**src/verilog/watchdog_pkg.sv**
```systemverilog
// Constants, register map and types of the watchdog mode guard.
// Assumes a 20 MHz system clock and a 32-bit APB register bus.
`default_nettype none
package watchdog_pkg;
  ////////////////////////////////////////////////////////////////////
  // Register byte addresses
  localparam logic [7:0] ADR_MODE   = 8'h00;
  localparam logic [7:0] ADR_KEY    = 8'h04;
  localparam logic [7:0] ADR_IRQ_ST = 8'h08;
  localparam logic [7:0] ADR_IRQ_EN = 8'h0C;
  localparam logic [7:0] ADR_IRQ_CL = 8'h10;
  localparam logic [7:0] ADR_STATUS = 8'h14;
  ////////////////////////////////////////////////////////////////////
  // Codes and fields
  localparam logic [7:0] KEY_CODE = 8'hAC;
  localparam logic [7:0] KEY_READ = 8'h9A;
  localparam logic [7:0] MODE_RST = 8'h67;
  localparam logic [2:0] TOP_PAT  = 3'h3;
  localparam int         TOP_LSB  = 5;
  localparam int         STOP_POS = 4;
  localparam int         SEL_MSB  = 2;
  localparam int         CNT_W    = 16;
  localparam int         CNT_BASE = 8;
  ////////////////////////////////////////////////////////////////////
  // Interrupt events
  localparam int EV_ILL = 0;
  localparam int EV_KEY = 1;
  localparam int EV_OVF = 2;
  localparam int EV_WR  = 3;
  localparam int EV_W   = 4;
  ////////////////////////////////////////////////////////////////////
  // Timing: watchdog source tick period
  localparam int CLK_MHZ  = 20;
  localparam int TICK_NS  = 200;
  localparam int TICK_CYC = (TICK_NS * CLK_MHZ) / 1000;
  localparam int BOOT_CYC = 3;
  ////////////////////////////////////////////////////////////////////
  // Bus slave states, Gray along idle, wait, answer
  typedef enum logic [1:0] {
    ST_IDLE = 2'b00,
    ST_WAIT = 2'b01,
    ST_ANS  = 2'b11
  } apb_state_type;
endpackage
`default_nettype wire

```
**src/verilog/watchdog_mode_guard.sv**
```systemverilog
// Watchdog timer with a write-once guarded mode register on APB.
// Assumes one 20 MHz clock; halt and stop levels come from the CPU
// on this clock, source-run and option strap come from pins.
//
// Our own choices: the placing of the registers and the APB interface to the registers.
`timescale 1ns/1ns
`default_nettype none
module watchdog_mode_guard (
  input  wire logic        clk_sys_i,
  input  wire logic        rst_b_i,
  input  wire logic        psel_i,
  input  wire logic        penable_i,
  input  wire logic        pwrite_i,
  input  wire logic [7:0]  paddr_i,
  input  wire logic [31:0] pwdata_i,
  input  wire logic [3:0]  pstrb_i,
  input  wire logic        halt_i,
  input  wire logic        stop_i,
  input  wire logic        src_run_i,
  input  wire logic        opt_nonstop_i,
  output logic             pready_o,
  output logic [31:0]      prdata_o,
  output logic             pslverr_o,
  output logic             irq_o,
  output logic             wdt_reset_o
);
  ////////////////////////////////////////////////////////////////////
  // Functions
  function automatic logic hit(input logic [7:0] a,
                               input logic [7:0] off);
    hit = (a == off);
  endfunction

  function automatic logic [15:0] limit(input logic [2:0] sel);
    limit = 16'h0001 << (int'(sel) + watchdog_pkg::CNT_BASE);
  endfunction

  ////////////////////////////////////////////////////////////////////
  // Declarations
  watchdog_pkg::apb_state_type st_r, st_nxt;
  logic                     pready_r;
  logic [31:0]              prdata_r;
  logic                     pslverr_r;
  logic [7:0]               mode_r;
  logic                     written_r;
  logic                     stopped_r;
  logic                     pend_r;
  logic                     rst_out_r;
  logic [15:0]              cnt_r;
  logic [7:0]               div_r;
  logic                     tick_r;
  logic                     s1_r, s2_r, s3_r, run_q_r;
  logic                     o1_r, o2_r, o3_r, opt_r;
  logic [1:0]               boot_r;
  logic [3:0]               ist_r, ien_r;
  logic                     irq_r;

  ////////////////////////////////////////////////////////////////////
  // Bus decode
  wire acc      = psel_i & penable_i;
  wire done     = acc & pready_r;
  wire wr_done  = done & pwrite_i;
  wire a_mode   = hit(paddr_i, watchdog_pkg::ADR_MODE);
  wire a_key    = hit(paddr_i, watchdog_pkg::ADR_KEY);
  wire a_ist    = hit(paddr_i, watchdog_pkg::ADR_IRQ_ST);
  wire a_ien    = hit(paddr_i, watchdog_pkg::ADR_IRQ_EN);
  wire a_icl    = hit(paddr_i, watchdog_pkg::ADR_IRQ_CL);
  wire a_stat   = hit(paddr_i, watchdog_pkg::ADR_STATUS);
  wire mapped   = a_mode | a_key | a_ist | a_ien | a_icl | a_stat;
  wire byte_ok  = pstrb_i[0];
  wire mode_acc = pwrite_i & a_mode;
  wire mode_wr  = wr_done & a_mode & byte_ok;
  wire key_wr   = wr_done & a_key;
  wire bad_key  = key_wr & (~byte_ok |
                  (pwdata_i[7:0] != watchdog_pkg::KEY_CODE));
  // A stopped watchdog swallows later mode writes silently
  wire ill_wr   = mode_wr & written_r & ~stopped_r;
  wire first_wr = mode_wr & ~written_r;
  wire good_key = key_wr & ~bad_key;
  wire bad_acc  = ~mapped | (pwrite_i & a_ist) |
                  (mode_acc & ~byte_ok);

  wire [31:0] stat_word = {cnt_r, 12'h000, opt_r, pend_r,
                           stopped_r, written_r};
  wire [31:0] rdata =
      a_mode ? {24'h00_0000, mode_r} :
      a_key  ? {24'h00_0000, watchdog_pkg::KEY_READ} :
      a_ist  ? {28'h000_0000, ist_r} :
      a_ien  ? {28'h000_0000, ien_r} :
      a_stat ? stat_word : 32'h0000_0000;

  ////////////////////////////////////////////////////////////////////
  // Bus slave sequencing
  always_comb begin
    st_nxt = st_r;
    case (st_r)
      watchdog_pkg::ST_IDLE: begin
        if (acc && mode_acc) begin
          st_nxt = watchdog_pkg::ST_WAIT;
        end else if (acc) begin
          st_nxt = watchdog_pkg::ST_ANS;
        end
      end
      watchdog_pkg::ST_WAIT: st_nxt = watchdog_pkg::ST_ANS;
      watchdog_pkg::ST_ANS:  st_nxt = watchdog_pkg::ST_IDLE;
      default:               st_nxt = watchdog_pkg::ST_IDLE;
    endcase
  end

  always_ff @(posedge clk_sys_i) begin
    if (!rst_b_i) begin
      st_r      <= watchdog_pkg::ST_IDLE;
      pready_r  <= 1'b0;
      prdata_r  <= 32'h0000_0000;
      pslverr_r <= 1'b0;
    end else begin
      st_r     <= st_nxt;
      pready_r <= (st_nxt == watchdog_pkg::ST_ANS);
      if (st_nxt == watchdog_pkg::ST_ANS) begin
        prdata_r  <= pwrite_i ? 32'h0000_0000 : rdata;
        pslverr_r <= bad_acc;
      end else begin
        pslverr_r <= 1'b0;
      end
    end
  end

  ////////////////////////////////////////////////////////////////////
  // Pin synchronisers and option strap capture
  always_ff @(posedge clk_sys_i) begin
    if (!rst_b_i) begin
      {s1_r, s2_r, s3_r, run_q_r} <= 4'h0;
    end else begin
      s1_r <= src_run_i;
      s2_r <= s1_r;
      s3_r <= s2_r;
      if (s2_r == s3_r) begin
        run_q_r <= s3_r;
      end
    end
  end

  // Strap flops run through reset, so the strap has settled by release;
  // clearing them would make a high strap look unsettled in the window
  always_ff @(posedge clk_sys_i) begin
    o1_r <= opt_nonstop_i;
    o2_r <= o1_r;
    o3_r <= o2_r;
  end

  // Until the strap settles the safer non-stoppable option holds
  always_ff @(posedge clk_sys_i) begin
    if (!rst_b_i) begin
      boot_r <= 2'h0;
      opt_r  <= 1'b1;
    end else if (boot_r != 2'(watchdog_pkg::BOOT_CYC)) begin
      boot_r <= boot_r + 2'h1;
      if (o2_r == o3_r) begin
        opt_r <= o3_r;
      end
    end
  end

  ////////////////////////////////////////////////////////////////////
  // Source tick divider
  always_ff @(posedge clk_sys_i) begin
    if (!rst_b_i) begin
      div_r  <= 8'h00;
      tick_r <= 1'b0;
    end else if (div_r == 8'(watchdog_pkg::TICK_CYC - 1)) begin
      div_r  <= 8'h00;
      tick_r <= 1'b1;
    end else begin
      div_r  <= div_r + 8'h01;
      tick_r <= 1'b0;
    end
  end

  ////////////////////////////////////////////////////////////////////
  // Mode register, write once
  wire [7:0] mode_in = opt_r ?
      {watchdog_pkg::TOP_PAT, 1'b0, pwdata_i[3:0]} :
      pwdata_i[7:0];

  always_ff @(posedge clk_sys_i) begin
    if (!rst_b_i) begin
      mode_r    <= watchdog_pkg::MODE_RST;
      written_r <= 1'b0;
      stopped_r <= 1'b0;
    end else if (first_wr) begin
      mode_r    <= mode_in;
      written_r <= 1'b1;
      stopped_r <= mode_in[watchdog_pkg::STOP_POS];
    end
  end

  ////////////////////////////////////////////////////////////////////
  // Counter
  wire hold  = ~opt_r & (halt_i | stop_i);
  wire run   = tick_r & run_q_r & ~stopped_r & ~hold;
  wire [15:0] lim = limit(mode_r[watchdog_pkg::SEL_MSB:0]);
  wire ovf   = run & (cnt_r == lim - 16'h0001);

  always_ff @(posedge clk_sys_i) begin
    if (!rst_b_i) begin
      cnt_r <= 16'h0000;
    end else if (good_key || ovf) begin
      cnt_r <= 16'h0000;
    end else if (run) begin
      cnt_r <= cnt_r + 16'h0001;
    end
  end

  ////////////////////////////////////////////////////////////////////
  // Internal reset request
  // The request waits for a running source clock, then stays high
  // until the system reset takes down all but the strap flops.
  always_ff @(posedge clk_sys_i) begin
    if (!rst_b_i) begin
      pend_r    <= 1'b0;
      rst_out_r <= 1'b0;
    end else begin
      if (ill_wr || bad_key || ovf) begin
        pend_r <= 1'b1;
      end
      if (pend_r && run_q_r) begin
        rst_out_r <= 1'b1;
      end
    end
  end

  ////////////////////////////////////////////////////////////////////
  // Interrupt status, enable and clear
  logic [3:0] ev;
  always_comb begin
    ev = 4'h0;
    ev[watchdog_pkg::EV_ILL] = ill_wr;
    ev[watchdog_pkg::EV_KEY] = bad_key;
    ev[watchdog_pkg::EV_OVF] = ovf;
    ev[watchdog_pkg::EV_WR]  = first_wr;
  end
  wire [3:0] clr = (wr_done & a_icl) ? pwdata_i[3:0] : 4'h0;

  // A new event wins over a clear in the same cycle
  always_ff @(posedge clk_sys_i) begin
    if (!rst_b_i) begin
      ist_r <= 4'h0;
      ien_r <= 4'h0;
      irq_r <= 1'b0;
    end else begin
      ist_r <= (ist_r & ~clr) | ev;
      irq_r <= |(((ist_r & ~clr) | ev) & ien_r);
      if (wr_done && a_ien) begin
        ien_r <= pwdata_i[3:0];
      end
    end
  end

  assign pready_o    = pready_r;
  assign prdata_o    = prdata_r;
  assign pslverr_o   = pslverr_r;
  assign irq_o       = irq_r;
  assign wdt_reset_o = rst_out_r;
endmodule
`default_nettype wire

```
**config.mk**
```make
export PLATFORM = sky130hd
export DESIGN_NAME = watchdog_mode_guard
export DESIGN_NICKNAME = d
export VERILOG_FILES = /design/src/verilog/watchdog_pkg.sv /design/src/verilog/watchdog_mode_guard.sv
export SDC_FILE = /design/constraint.sdc
export NUM_CORES = 1
export LEC_CHECK = 0
export BUFFER_PORTS_ARGS = -buffer_cell sky130_fd_sc_hd__clkbuf_2
export CORE_ASPECT_RATIO = 1.4
export CORE_MARGIN = 2
export CORE_UTILIZATION = 50
export DETAILED_ROUTE_END_ITERATION = 16
export PLACE_DENSITY = 0.75
export SLEW_MARGIN = 20
export SYNTH_ARGS = -nofsm -noshare
export SYNTH_HDL_FRONTEND = slang
export SYNTH_SLANG_ARGS = --single-unit
export TNS_END_PERCENT = 50
```
**constraint.sdc**
```tcl
create_clock -name clk_sys_i -period 3.1 [get_ports clk_sys_i]
set_input_delay 0.465 -clock clk_sys_i [delete_from_list [all_inputs] [get_ports clk_sys_i]]
set_output_delay 0.465 -clock clk_sys_i [all_outputs]
set_load 0.01 [all_outputs]
```
==> out/qor.log <==
INFO  clock_tree     postCtsHoldBufs=0
INFO  route          num_vias=3,181
INFO  clock_tree     tritoncts_buffer_count=9
INFO  status         run_status=finished clean
INFO  pwr            worst_ir_drop_vdd=0.352mV
INFO  yosys          syn_avg_cell_area=8.79µm²
INFO  final_layout   most_frequent_cells_in_the_layout=sky130_fd_sc_hd__dfxtp_1 (83), sky130_fd_sc_hd__clkbuf_2 (53), sky130_fd_sc_hd__nand2_1 (44), sky130_fd_sc_hd__nor2_1 (42), sky130_fd_sc_hd__a21oi_1 (22)
INFO  floorplanning  chipHeight=106µm
INFO  global_route   antenna_violations_before_repair=0
INFO  route          avgRoutedWirePerCell=15.5µm
INFO  run            cap_viol_max_count=0
INFO  timing         slew_headroom=57.8%
INFO  worst_setup_path classification_of_the_worst_setup_path=reg2reg
INFO  pwr            cellInternalPower=1530µW
INFO  clock_tree     cts_tree=yes
INFO  worst_setup_path critical_path.endpoint_type=flip-flop
INFO  final_layout   drive_above_1_share=18.2%
INFO  clock_tree     clk_path_buf_depth=2
INFO  pwr            cell_leakage_power=0.00159µW
INFO  route          drc=0
INFO  min_path       hold_path_startpoint=opt_nonstop_i
INFO  yosys          synth-async-reset-ratio=0%
INFO  worst_setup_path r2r.worst_path.cells=5
INFO  clock_tree     h-tree-depth=3
INFO  pwr            clkPwrFrac=39.7%
INFO  final_layout   insertedDiodeCount=0
INFO  floorplanning  floorplan.die_area=8090µm²
INFO  timing         fin_crit=2090ps
INFO  global_route   overflow_left_after_global_routing=0
INFO  final_layout   relative_area_change_from_synthesis_to_final_layout=13.2%
INFO  min_path       hold-path-endpoint=o1_r$_DFF_P_
INFO  worst_setup_path timing.reg2reg.setup_slack=1010ps
INFO  clock_tree     postCtsSetupBuffers=0
INFO  route          drt.antenna.violating_nets=0
INFO  floorplanning  placement_rows=37
INFO  global_route   grt_start_max_net_pins=30
INFO  timing         final_max_slew_viol_count=0
INFO  worst_setup_path data_required_time_of_the_critical_path=3370ps
INFO  pwr            comb_power_share=6.6%
INFO  timing         final-setup-viol-count=0
INFO  yosys          synthesis.area=3690µm²
INFO  clock_tree     root_buffer=sky130_fd_sc_hd__clkbuf_8
INFO  yosys          most_frequently_used_flop_master_after_synthesis=sky130_fd_sc_hd__dfxtp_1
INFO  yosys          count_of_distinct_cell_types_in_the_synthesized_netlist=59
INFO  pwr            share_seq_of_total_power=53.7%
INFO  timing         period_share=67.4%
INFO  floorplanning  top_level_ports=89
INFO  worst_setup_path worst_path_max_delay_cell=sky130_fd_sc_hd__a2111oi_0
INFO  route          final_wl=8.78mm
INFO  timing         fmaxAchievable=479MHz
INFO  worst_setup_path critical_path.cell_chain=and3b_1 -> nand4_1 -> a2111oi_0 -> nand3b_1 -> o2111ai_1
INFO  pwr            p_switching=514µW
INFO  placed_design  place_congestion=0.886
INFO  global_route   grt_pass1_wl=14.5mm
INFO  pwr            power_per_cell_area=490nW/µm²
INFO  yosys          yosys_warnings=0
INFO  worst_setup_path critPathArrivalTime=2360ps
INFO  final_layout   final_nets=519
INFO  final_layout   layout_commonest_cell=sky130_fd_sc_hd__dfxtp_1
INFO  floorplanning  fp.dieW=76.6µm
INFO  yosys          syn-instance-count=420
INFO  timing         setup_repair_after_global_routing_missed_its_margin=false
INFO  worst_setup_path cp-start-kind=flip-flop
INFO  worst_setup_path timing.critical_path.slowest_cell_delay=500ps
INFO  worst_setup_path timing.rr.start=mode_r[4]$_SDFFE_PN0P_
INFO  min_path       hold_path_class=in2reg
INFO  yosys          post_synthesis_sequential_area_ratio=45.0%
INFO  timing         worst_pin_slew=633ps
INFO  route          drt-vias-per-instance=5.63
INFO  min_path       worst_hold_path_stage_count=1
INFO  clock_tree     clock-sinks=83
INFO  floorplanning  placeableCoreArea=7270µm²
INFO  floorplanning  start_util=50.8%
INFO  placed_design  io_buffers=53
INFO  timing         setup_total_negative_slack=0ps
INFO  placed_design  dp_slack=695ps
INFO  clock_tree     clock_pin_slew_on_the_worst_setup_and_hold_paths=90ps
INFO  route          first_iter_violations=198
INFO  worst_setup_path timing.rr.end=irq_o$_SDFF_PN0_
INFO  pwr            power.share.switching=25.1%
INFO  route          first_pass_iters=4
INFO  worst_setup_path crit_path_max_fanout=7
INFO  yosys          number_of_synthesized_flops_with_an_enable_pin=0
INFO  timing         clock_skew=9.94ps
INFO  timing         postLayoutSetupSlackWorst=1010ps
INFO  clock_tree     cts_resized=0
INFO  yosys          ys_ff_latch=83
INFO  timing         finalHoldViolations=0
INFO  placed_design  post_detailed_placement_half_perimeter_wirelength=6.52mm
INFO  global_route   first_global_vias=3,074
INFO  global_route   gr-usage-all-layers=22.6%
INFO  clock_tree     clk_latency=360ps
[area by class of cell]
type | instances | area [µm²]
Tap cell | 97 | 121
Clock inverter | 6 | 68.8
Inverter | 9 | 33.8
Fill cell | 690 | 3090
Clock buffer | 10 | 138
Sequential cell | 83 | 1660
Multi-Input combinational cell | 303 | 1860
Timing Repair Buffer | 57 | 295
[metrics by stage]
stage                     cells  power (µW)  util, %  hold WS, ps  cell area (µm²)
final                       565        2050     57.5          211             4180
after global routing        565        2130     57.5          192             4180
after CTS                   565        2070     57.5          199             4180
after detailed placement    549        1260     54.6          314             3970
after global placement      549        1250     54.6          313             3970
after floorplan             427        1220        -          310             3720
[kinds of logic (layout without fill, tap and decap cells)]
kind of cell | Yosys count | count (layout) | synth area share [%]
other | 1 | 8 | 0.102
xor gates and xnor gates | 23 | 23 | 5.46
and+or+nand+nor | 186 | 186 | 26.5
adders and majority gates | 3 | 3 | 1.02
buffers and inverters | 41 | 82 | 5.32
DFF | 83 | 83 | 45.0
AOI/OAI and AO/OA | 82 | 82 | 16.3
muxes | 1 | 1 | 0.271
[Yosys cell counts (all sizes together), types with 5 or more instances]
cell type	instances	area, µm²
dfxtp	83	1660
nor2	46	188
nand2	44	165
a21oi	22	110
a22o	19	166
nand4	19	119
clkbuf	18	67.6
buf	14	95.1
nor3	14	70.1
nand3	12	60.1
xor2	12	105
xnor2	11	96.3
o21ai	10	50.1
inv	9	33.8
nand3b	9	67.6
and2	6	37.5
and3	6	37.5
nor3b	5	37.5
[registers in the layout, summed over array words and instances (netlist names), 2 cells and up]
name / cells
prdata_o: 24
ist_r: 4
mode_r: 8
cnt_r: 16
ien_r: 4
st_r: 2
boot_r: 2
div_r: 8
[routing by layer]
layer,vias to the layer above,track usage [%],routed length (µm)
met5,-,0,0
met4,0,13.4,340
met3,27,3.42,285
met2,84,40.9,4610
met1,1499,24.7,3550
li1,1571,-,-
[power groups by stage]
stage	Sequential, µW	Combinational, µW	Clock (µW)
floorplan	1120	94.2	0
global placement	1120	129	0
detailed placement	1120	133	0
CTS	1100	134	833
global route	1100	150	877
finish	1100	135	814
[how the worst max path moves through the flow]
stage | to | startpoint | slack, ps
after global routing | irq_o$_SDFF_PN0_ | opt_r$_SDFFE_PN1P_ | 780
after global placement | irq_o$_SDFF_PN0_ | paddr_i[3] | 720
after floorplan | irq_o$_SDFF_PN0_ | paddr_i[3] | 1230
final | irq_o$_SDFF_PN0_ | mode_r[4]$_SDFFE_PN0P_ | 1010
after detailed placement | prdata_o[27]$_SDFFE_PN0P_ | paddr_i[3] | 700
after CTS | irq_o$_SDFF_PN0_ | opt_r$_SDFFE_PN1P_ | 970
[critical path: cells and delay by family, from the launching register on]
kind / cells / cell delay, ps
AO/OA/AOI/OAI: 2 / 760
AND/OR/NAND/NOR: 3 / 860
flip-flops: 1 / 370
No activity file was read; power rests on OpenSTA's default activity.
